--- src/pkg/ibe_defs.vh ---
`ifndef IBE_DEFS_VH
`define IBE_DEFS_VH

// register byte offsets on the bus
`define IBE_OFF_STATUS 8'h00
`define IBE_OFF_ADDR 8'h04
`define IBE_OFF_RXD 8'h08
`define IBE_OFF_TXD 8'h0C

// status/control field positions
`define IBE_STAT_SWR 0
`define IBE_STAT_SRD 1
`define IBE_STAT_TIE 2
`define IBE_STAT_TXE 3
`define IBE_STAT_SPD 4
`define IBE_STAT_ERR 5
`define IBE_STAT_RIE 6
`define IBE_STAT_RXF 7

// target address field positions
`define IBE_ADDR_DIR 0

// reset values
`define IBE_STATUS_RST 8'h08
`define IBE_ADDR_RST 8'h00
`define IBE_RXD_RST 8'h00
`define IBE_TXD_RST 8'h00

// timing: quarter of a serial clock period
`define IBE_CLK_NS 20
`define IBE_STD_QUARTER_NS 2500
`define IBE_FAST_QUARTER_NS 625
`define IBE_STD_QUARTER_CYC \
    ((`IBE_STD_QUARTER_NS + `IBE_CLK_NS - 1) / `IBE_CLK_NS)
`define IBE_FAST_QUARTER_CYC \
    ((`IBE_FAST_QUARTER_NS + `IBE_CLK_NS - 1) / `IBE_CLK_NS)

`endif

--- src/core/ibe_core.v ---
// Functional notes
// RULE_01: 8-bit transmit byte; write starts transfer
// RULE_02: write clears transmitter-empty until byte shifted
// RULE_03: new transaction: start, then address byte
// RULE_04: byte sent sets transmitter-empty, raises interrupt
// RULE_05: stop-after-write 0 keeps bus held
// RULE_06: stop-after-write 1 issues stop after byte
// RULE_07: open transaction: later write sends byte only
// RULE_08: read direction: write launches read, data unused
// RULE_09: read launch clears receiver-full first
// RULE_10: received byte sets receiver-full, raises interrupt
// RULE_11: reading receive byte clears receiver-full
// RULE_12: stop-after-read 1 stops after latching byte
// RULE_13: stop-after-read 0 keeps read open
// RULE_14: software reads each byte, sets stop before last
// RULE_15: software sets word address by dummy write
// RULE_16: software loads write address before first byte
// RULE_17: single write: stop enabled for data byte
// RULE_18: page write: stop only on final byte
// RULE_19: status bit layout with transmitter-empty reset 1
// RULE_20: address bits 7..1, direction bit 0
// RULE_21: no-ack sets error; write one clears
// RULE_22: check target ack; no-ack last read byte
// RULE_23: each interrupt gated by its enable bit
// RULE_24: serial clock from system clock, idle high
`timescale 1ns/1ns
`include "ibe_defs.vh"

module ibe_core #(
    parameter ADDR_W = 8
) (
    // clock, reset, enable
    input wire core_clk,
    input wire reset,
    input wire ce,
    // apb slave
    input wire psel,
    input wire penable,
    input wire pwrite,
    input wire [ADDR_W-1:0] paddr,
    input wire [31:0] pwdata,
    output reg [31:0] prdata,
    output reg pready,
    output reg pslverr,
    // serial clock pin
    input wire sclIn,
    output reg sclOut,
    output reg sclOe,
    // serial data pin
    input wire sdaIn,
    output reg sdaOut,
    output reg sdaOe,
    // interrupt requests
    output reg txIrq,
    output reg rxIrq
);

    localparam [5:0] S_IDLE = 6'h01;
    localparam [5:0] S_START = 6'h02;
    localparam [5:0] S_SHIFT = 6'h04;
    localparam [5:0] S_STOP = 6'h08;
    localparam [5:0] S_HOLD = 6'h10;
    localparam [5:0] S_RXWAIT = 6'h20;

    localparam [7:0] STAT_RST = `IBE_STATUS_RST;

    localparam [2:0] SEL_NONE = 3'h0;
    localparam [2:0] SEL_STATUS = 3'h1;
    localparam [2:0] SEL_ADDR = 3'h2;
    localparam [2:0] SEL_RXD = 3'h3;
    localparam [2:0] SEL_TXD = 3'h4;

    // register select from bus address
    function [2:0] regSel;
        input [ADDR_W-1:0] a;
        begin
            case (a[7:0])
                `IBE_OFF_STATUS: regSel = SEL_STATUS;
                `IBE_OFF_ADDR: regSel = SEL_ADDR;
                `IBE_OFF_RXD: regSel = SEL_RXD;
                `IBE_OFF_TXD: regSel = SEL_TXD;
                default: regSel = SEL_NONE;
            endcase
        end
    endfunction

    // status/control bits
    reg stopWrite;
    reg stopRead;
    reg txIrqEn;
    reg txEmpty;
    reg fastSpeed;
    reg busError;
    reg rxIrqEn;
    reg rxFull;
    // data registers
    reg [7:0] targetAddress;
    reg [7:0] receiveByte;
    reg [7:0] transmitByte;
    // engine state
    reg [5:0] state;
    reg [1:0] quarter;
    reg [3:0] bitCnt;
    reg [7:0] shiftReg;
    reg addrPhase;
    reg rxMode;
    reg readTxn;
    reg ackBit;
    reg launchPend;
    reg sclLow;
    reg sdaLow;
    // pin synchronisers
    reg sclMeta;
    reg sclSync;
    reg sdaMeta;
    reg sdaSync;

    wire tick;
    wire setupPhase;
    wire accessDone;
    wire wrDone;
    wire rdDone;
    wire [2:0] accSel;
    wire [2:0] setupSel;
    wire [7:0] statusWord;
    wire advance;

    assign setupPhase = psel & ~penable;
    assign accessDone = psel & penable & pready;
    assign wrDone = accessDone & pwrite;
    assign rdDone = accessDone & ~pwrite;
    assign accSel = regSel(paddr);
    assign setupSel = regSel(paddr);

    // status layout
    assign statusWord = {rxFull, rxIrqEn, busError, fastSpeed, // RULE_19
                         txEmpty, txIrqEn, stopRead, stopWrite};

    // quarter step, held while a target stretches the clock
    assign advance = tick & ~(quarter == 2'h2 & ~sclSync &
        (state == S_START | state == S_SHIFT | state == S_STOP));

    ibe_tick u_tick (
        .core_clk(core_clk),
        .reset(reset),
        .ce(ce),
        .fast(fastSpeed),
        .tick(tick)
    );

    // two-stage pin sampling
    always @(posedge core_clk) begin
        if (reset) begin
            sclMeta <= 1'b1;
            sclSync <= 1'b1;
            sdaMeta <= 1'b1;
            sdaSync <= 1'b1;
        end else if (ce) begin
            sclMeta <= sclIn;
            sclSync <= sclMeta;
            sdaMeta <= sdaIn;
            sdaSync <= sdaMeta;
        end
    end

    // bus answer, one wait-free access phase
    always @(posedge core_clk) begin
        if (reset) begin
            prdata <= 32'h00000000;
            pready <= 1'b0;
            pslverr <= 1'b0;
        end else if (ce) begin
            pready <= setupPhase;
            pslverr <= setupPhase & (setupSel == SEL_NONE);
            if (setupPhase & ~pwrite) begin
                case (setupSel)
                    SEL_STATUS: prdata <= {24'h000000, statusWord};
                    SEL_ADDR: prdata <= {24'h000000, targetAddress};
                    SEL_RXD: prdata <= {24'h000000, receiveByte};
                    SEL_TXD: prdata <= {24'h000000, transmitByte};
                    default: prdata <= 32'h00000000;
                endcase
            end else if (setupPhase) begin
                prdata <= 32'h00000000;
            end
        end
    end

    // pins and interrupt requests
    always @(posedge core_clk) begin
        if (reset) begin
            sclOut <= 1'b0;
            sclOe <= 1'b0;
            sdaOut <= 1'b0;
            sdaOe <= 1'b0;
            txIrq <= 1'b0;
            rxIrq <= 1'b0;
        end else if (ce) begin
            sclOut <= 1'b0;
            sclOe <= sclLow; // RULE_24
            sdaOut <= 1'b0;
            sdaOe <= sdaLow;
            txIrq <= txEmpty & txIrqEn; // RULE_23
            rxIrq <= rxFull & rxIrqEn; // RULE_23
        end
    end

    // registers and byte engine
    always @(posedge core_clk) begin
        if (reset) begin
            stopWrite <= STAT_RST[`IBE_STAT_SWR];
            stopRead <= STAT_RST[`IBE_STAT_SRD];
            txIrqEn <= STAT_RST[`IBE_STAT_TIE];
            txEmpty <= STAT_RST[`IBE_STAT_TXE];
            fastSpeed <= STAT_RST[`IBE_STAT_SPD];
            busError <= STAT_RST[`IBE_STAT_ERR];
            rxIrqEn <= STAT_RST[`IBE_STAT_RIE];
            rxFull <= STAT_RST[`IBE_STAT_RXF];
            targetAddress <= `IBE_ADDR_RST;
            receiveByte <= `IBE_RXD_RST;
            transmitByte <= `IBE_TXD_RST;
            state <= S_IDLE;
            quarter <= 2'h0;
            bitCnt <= 4'h0;
            shiftReg <= 8'h00;
            addrPhase <= 1'b0;
            rxMode <= 1'b0;
            readTxn <= 1'b0;
            ackBit <= 1'b1;
            launchPend <= 1'b0;
            sclLow <= 1'b0;
            sdaLow <= 1'b0;
        end else if (ce) begin
            // software side: clears first, hardware sets below win
            if (wrDone & accSel == SEL_STATUS) begin
                stopWrite <= pwdata[`IBE_STAT_SWR];
                stopRead <= pwdata[`IBE_STAT_SRD];
                txIrqEn <= pwdata[`IBE_STAT_TIE];
                fastSpeed <= pwdata[`IBE_STAT_SPD];
                rxIrqEn <= pwdata[`IBE_STAT_RIE];
                if (pwdata[`IBE_STAT_ERR])
                    busError <= 1'b0; // RULE_21
            end
            if (wrDone & accSel == SEL_ADDR)
                targetAddress <= pwdata[7:0]; // RULE_20
            if (wrDone & accSel == SEL_TXD) begin
                transmitByte <= pwdata[7:0]; // RULE_01
                txEmpty <= 1'b0; // RULE_02
                launchPend <= 1'b1; // RULE_01
            end
            if (rdDone & accSel == SEL_RXD)
                rxFull <= 1'b0; // RULE_11

            if (advance)
                quarter <= quarter + 2'h1;

            case (state)
                S_IDLE: begin
                    sclLow <= 1'b0; // RULE_24
                    sdaLow <= 1'b0;
                    if (launchPend) begin
                        launchPend <= 1'b0;
                        readTxn <= targetAddress[`IBE_ADDR_DIR];
                        if (targetAddress[`IBE_ADDR_DIR])
                            rxFull <= 1'b0; // RULE_09
                        shiftReg <= targetAddress; // RULE_03
                        addrPhase <= 1'b1;
                        rxMode <= 1'b0;
                        quarter <= 2'h0;
                        state <= S_START; // RULE_03
                    end
                end
                S_HOLD: begin
                    if (launchPend) begin
                        launchPend <= 1'b0;
                        readTxn <= targetAddress[`IBE_ADDR_DIR];
                        quarter <= 2'h0;
                        bitCnt <= 4'h0;
                        rxMode <= 1'b0;
                        if (targetAddress[`IBE_ADDR_DIR]) begin
                            rxFull <= 1'b0; // RULE_09
                            shiftReg <= targetAddress; // RULE_08
                            addrPhase <= 1'b1;
                            state <= S_START;
                        end else begin
                            shiftReg <= transmitByte; // RULE_07
                            addrPhase <= 1'b0;
                            state <= S_SHIFT; // RULE_07
                        end
                    end
                end
                S_RXWAIT: begin
                    if (~rxFull) begin // RULE_13
                        quarter <= 2'h0;
                        bitCnt <= 4'h0;
                        state <= S_SHIFT;
                    end
                end
                S_START: begin
                    if (advance) begin
                        case (quarter)
                            2'h0: sdaLow <= 1'b0;
                            2'h1: sclLow <= 1'b0;
                            2'h2: sdaLow <= 1'b1; // RULE_03
                            default: begin
                                sclLow <= 1'b1;
                                bitCnt <= 4'h0;
                                state <= S_SHIFT;
                            end
                        endcase
                    end
                end
                S_SHIFT: begin
                    if (advance) begin
                        case (quarter)
                            2'h0: begin
                                if (bitCnt == 4'h8)
                                    sdaLow <= rxMode & ~stopRead; // RULE_22
                                else
                                    sdaLow <= ~rxMode & ~shiftReg[7];
                            end
                            2'h1: sclLow <= 1'b0;
                            2'h2: begin
                                if (bitCnt == 4'h8)
                                    ackBit <= sdaSync; // RULE_22
                                else
                                    shiftReg <= {shiftReg[6:0], sdaSync};
                            end
                            default: begin
                                sclLow <= 1'b1;
                                if (bitCnt != 4'h8) begin
                                    bitCnt <= bitCnt + 4'h1;
                                end else if (addrPhase) begin
                                    addrPhase <= 1'b0;
                                    bitCnt <= 4'h0;
                                    if (ackBit) begin
                                        busError <= 1'b1; // RULE_21
                                        txEmpty <= 1'b1;
                                        state <= S_STOP;
                                    end else if (readTxn) begin
                                        txEmpty <= 1'b1; // RULE_08
                                        rxMode <= 1'b1;
                                    end else begin
                                        shiftReg <= transmitByte;
                                    end
                                end else if (~rxMode) begin
                                    txEmpty <= 1'b1; // RULE_04
                                    if (ackBit) begin
                                        busError <= 1'b1; // RULE_21
                                        state <= S_STOP;
                                    end else if (stopWrite) begin
                                        state <= S_STOP; // RULE_06
                                    end else begin
                                        state <= S_HOLD; // RULE_05
                                    end
                                end else begin
                                    receiveByte <= shiftReg; // RULE_10
                                    rxFull <= 1'b1; // RULE_10
                                    if (stopRead)
                                        state <= S_STOP; // RULE_12
                                    else
                                        state <= S_RXWAIT; // RULE_13
                                end
                            end
                        endcase
                    end
                end
                S_STOP: begin
                    if (advance) begin
                        case (quarter)
                            2'h0: sdaLow <= 1'b1;
                            2'h1: sclLow <= 1'b0;
                            2'h2: sdaLow <= 1'b1;
                            default: begin
                                sdaLow <= 1'b0; // RULE_06
                                rxMode <= 1'b0;
                                state <= S_IDLE;
                            end
                        endcase
                    end
                end
                default: begin
                    sclLow <= 1'b0;
                    sdaLow <= 1'b0;
                    state <= S_IDLE;
                end
            endcase
        end
    end

endmodule

--- src/core/ibe_tick.v ---
`timescale 1ns/1ns
`include "ibe_defs.vh"

module ibe_tick #(
    parameter STD_CNT = `IBE_STD_QUARTER_CYC,
    parameter FAST_CNT = `IBE_FAST_QUARTER_CYC
) (
    // clock and control
    input wire core_clk,
    input wire reset,
    input wire ce,
    // rate select
    input wire fast,
    // quarter-period strobe
    output reg tick
);

    localparam integer STD_M1 = STD_CNT - 1;
    localparam integer FAST_M1 = FAST_CNT - 1;
    localparam [7:0] STD_LOAD = STD_M1[7:0];
    localparam [7:0] FAST_LOAD = FAST_M1[7:0];

    reg [7:0] count;

    // quarter ticks at standard or fast rate
    always @(posedge core_clk) begin // RULE_24
        if (reset) begin
            count <= 8'h00;
            tick <= 1'b0;
        end else if (ce) begin
            if (count == 8'h00) begin
                count <= fast ? FAST_LOAD : STD_LOAD;
                tick <= 1'b1;
            end else begin
                count <= count - 8'h01;
                tick <= 1'b0;
            end
        end
    end

endmodule

--- config.mk ---
export PLATFORM = sky130hd
export DESIGN_NAME = ibe_core
export DESIGN_NICKNAME = d
export VERILOG_FILES = /design/src/core/ibe_core.v /design/src/core/ibe_tick.v
export VERILOG_INCLUDE_DIRS = /design/src /design/src/pkg
export SDC_FILE = /design/constraint.sdc
export NUM_CORES = 1
export LEC_CHECK = 0
export BUFFER_PORTS_ARGS = -buffer_cell sky130_fd_sc_hd__clkbuf_2
export CAP_MARGIN = 10
export CORE_MARGIN = 5
export CORE_UTILIZATION = 30
export DETAILED_ROUTE_END_ITERATION = 16
export PLACE_DENSITY = 0.54
export SLEW_MARGIN = 20
export SYNTH_ARGS = -nofsm -noshare
export SYNTH_HDL_FRONTEND = slang
export SYNTH_SLANG_ARGS = --single-unit
export TNS_END_PERCENT = 100
--- constraint.sdc ---
create_clock -name core_clk -period 5.4 [get_ports core_clk]
set_input_delay 0.54 -clock core_clk [delete_from_list [all_inputs] [get_ports core_clk]]
set_output_delay 0.54 -clock core_clk [all_outputs]
set_load 0.02 [all_outputs]
==> impl_metrics.ini <==
[power_and_ir_drop]
power_frac_seq_pct = 45.8
switching_share_pct = 29.6
powerDensity_mw_per_mm2 = 292
p_int_uw = 1050
p_switching_uw = 441
clkPwrFrac_pct = 40.3
total_leakage_power_uw = 0.00187
comb_power_share_pct = 13.8
irDropWorstVdd_mv = 0.194

[finish]
final_util_pct = 33.6
n_antenna_cell = 0
filler_cell_count = 1599
layout-area-overhead-vs-synth_pct = 9.83
fin_nets = 631
final_layout_size_suffix_gt1_share_pct = 13.8

[critical_path]
crit_fanout = 35
path_class = in -> reg
reg2reg_slack_ns = 2.67
cp-start-kind = primary input
crit_required_ns = 5.59
arrival_ns = 2.98
crit_path_end_kind = register

[clock_tree]
clock_latency_ns = 0.34
cts_buffer_depth = 2
cts_resized = 0
cts_root_buf = clkbuf_16
holdBufCountCts = 0
cts.clk_slew.worst_paths_ns = 0.07
cts_made_buffers = 9
htree_levels = 3
clock-sinks = 86
cts_tree = built
cts_setup_buffers = 0

[synthesis]
synthArstFlopShare_pct = 0
yosys_warnings = 0
synth-xor-area-share_pct = 0.942
synthMuxAreaShare_pct = 5.06
synth-edff-count = 0
syn_inst = 564
netlist_top_cells_area = dfxtp_1, a21oi_1, buf_4
synth_top_family_by_area = simple AND/OR/NAND/NOR gates
yosys.area.top_type = dfxtp_1
yosysTopAreaCellShare_pct = 37.0
synthAdderAreaFrac_pct = 2.15
seq_area_frac_synth_pct = 37.0
avgSynthCellArea_um2 = 8.24
synth_cell_types = 72
synth_area_mm2 = 0.00465
synth_seq_cells = 86
synth_compound_area_share_pct = 22.4
synthSimpleGateAreaFrac_pct = 22.7
synth_ff_type = dfxtp_1

[placement]
dp_hpwl_mm = 9.14
gp_congestion = 0.893
port_buffers = 37

[sta]
rsz0062_at_grt = false
fin_setup_tns_ns = 0
tightest_slew_ns = 0.965
finClkSkew_ns = 0.00856
max_slew_margin_pct = 35.2
fin_crit_ns = 2.79
drv_slew = 0
setup_viol = 0
post-route-period-util_pct = 51.7
clock.fmax_ghz = 0.358
hold_ws_ns = 0.423
hold_violations = 0

[grt]
grt_pass1_wl_mm = 20.3
antenna_found_initial = 0
overflow = 0
grt_pass1_vias = 3829
grt_use_total_pct = 13.9
grt_max_degree = 77

[floorplanning]
ios = 88
core_area_mm2 = 0.0152
die_w_um = 134
die-area_mm2 = 0.0181
die_h_um = 134
start_util_pct = 30.6
rows = 45

[route]
met1_length_mm = 6.02
via_count = 4142
drc = 0
firstDrtPassIters = 5
routed_wl_mm = 12.6
wl_per_cell_um = 16.5
met2WireLength_mm = 5.70
maxUsedRoutingLayer = met4
drtIter0Drc = 346
ant_nets = 0
via_per_inst = 5.39
wl_met3_um = 718

[status]
outcome = finished, final reports clean

[hold_path]
hold_class = in -> reg

[job]
cap_viol_max_count = 0
registers in the layout, indices dropped and copies added, names as in the netlist, 2 cells and up:
name and count:
prdata 8, receiveByte 8, shiftReg 8, targetAddress 8, transmitByte 8, u_tick.count 8, state 6, bitCnt 4
quarter 2
cell usage after synthesis (7+ instances only):
cell type,count
dfxtp_1,86
buf_4,27
mux2i_1,19
a211oi_1,11
inv_1,18
ha_1,8
a222oi_1,8
clkbuf_1,26
nor2_1,40
nand4_1,8
a22o_1,7
nand2_1,54
nor3_1,13
a221oi_1,7
o21ai_0,17
buf_2,8
a21oi_1,50
nand3_1,38
power by group through the flow:
| stage | sequential [uW] | combinational (uW) | clock, uW |
|---|---|---|---|
| floorplan | 684 | 184 | 0 |
| global placement | 696 | 199 | 0 |
| detailed placement | 697 | 204 | 0 |
| CTS | 682 | 205 | 615 |
| global route | 688 | 230 | 646 |
| finish | 684 | 206 | 601 |
through the flow:
step	std cells	total power, uW	setup WS (ns)	area, um2
finish	768	1490	2.61	5100
global route	768	1560	2.36	5100
CTS	768	1500	2.57	5100
detailed placement	752	901	2.21	4820
global placement	752	895	2.29	4820
floorplan	589	868	3.14	4740
path summary, 6_finish.rpt:
check / startpoint / to / depth (start not counted)
setup / recovery: ce / shiftReg[2] / 5
hold / removal: sdaIn / sdaMeta / 3
setup reg to reg: state[3] / rxFull / 5
hold reg to reg: prdata[6] / prdata[6] / 2
cell type report:
cell class | count | area (um2) | share of cell area [%]
Inverter | 19 | 71.3 | 1.40
Sequential cell | 86 | 1720 | 33.7
Timing Repair Buffer | 41 | 215 | 4.22
Multi-Input combinational cell | 418 | 2570 | 50.4
Clock buffer | 9 | 225 | 4.41
Clock inverter | 7 | 61.3 | 1.20
Tap cell | 188 | 235 | 4.61
cell usage in the layout, fill, tap and decap left out, types with 11 or more instances in the layout:
| master | n |
|---|---|
| dfxtp_1 | 86 |
| nand2_1 | 54 |
| a21oi_1 | 50 |
| nor2_1 | 40 |
| nand3_1 | 38 |
| clkbuf_2 | 37 |
| conb_1 | 26 |
| mux2i_1 | 19 |
| inv_1 | 18 |
| o21ai_0 | 17 |
| nor3_1 | 13 |
| a211oi_1 | 11 |
logic make-up (layout without fill, tap and decap cells):
group	after synthesis	count (layout)
and+or+nand+nor	204	204
AOI/OAI and AO/OA	152	152
DFF	86	86
buffers and inverters	85	76
muxes	23	23
adders and majority gates	8	8
xor gates and xnor gates	5	5
other	1	26
critical path, stage by stage:
cell and delay, ns:
clkbuf_2 0.59, clkinv_1 0.52, a21oi_1 0.77, and2_1 0.40, a211oi_1 0.13
metal layers:
layer / up-vias / GRT usage (%)
li1: 2041 / -
met1: 1953 / 19.2
met2: 136 / 21.4
met3: 12 / 2.98
met4: 0 / 4.69
met5: - / 0
Note: power is estimated with default switching activity, not from simulation.
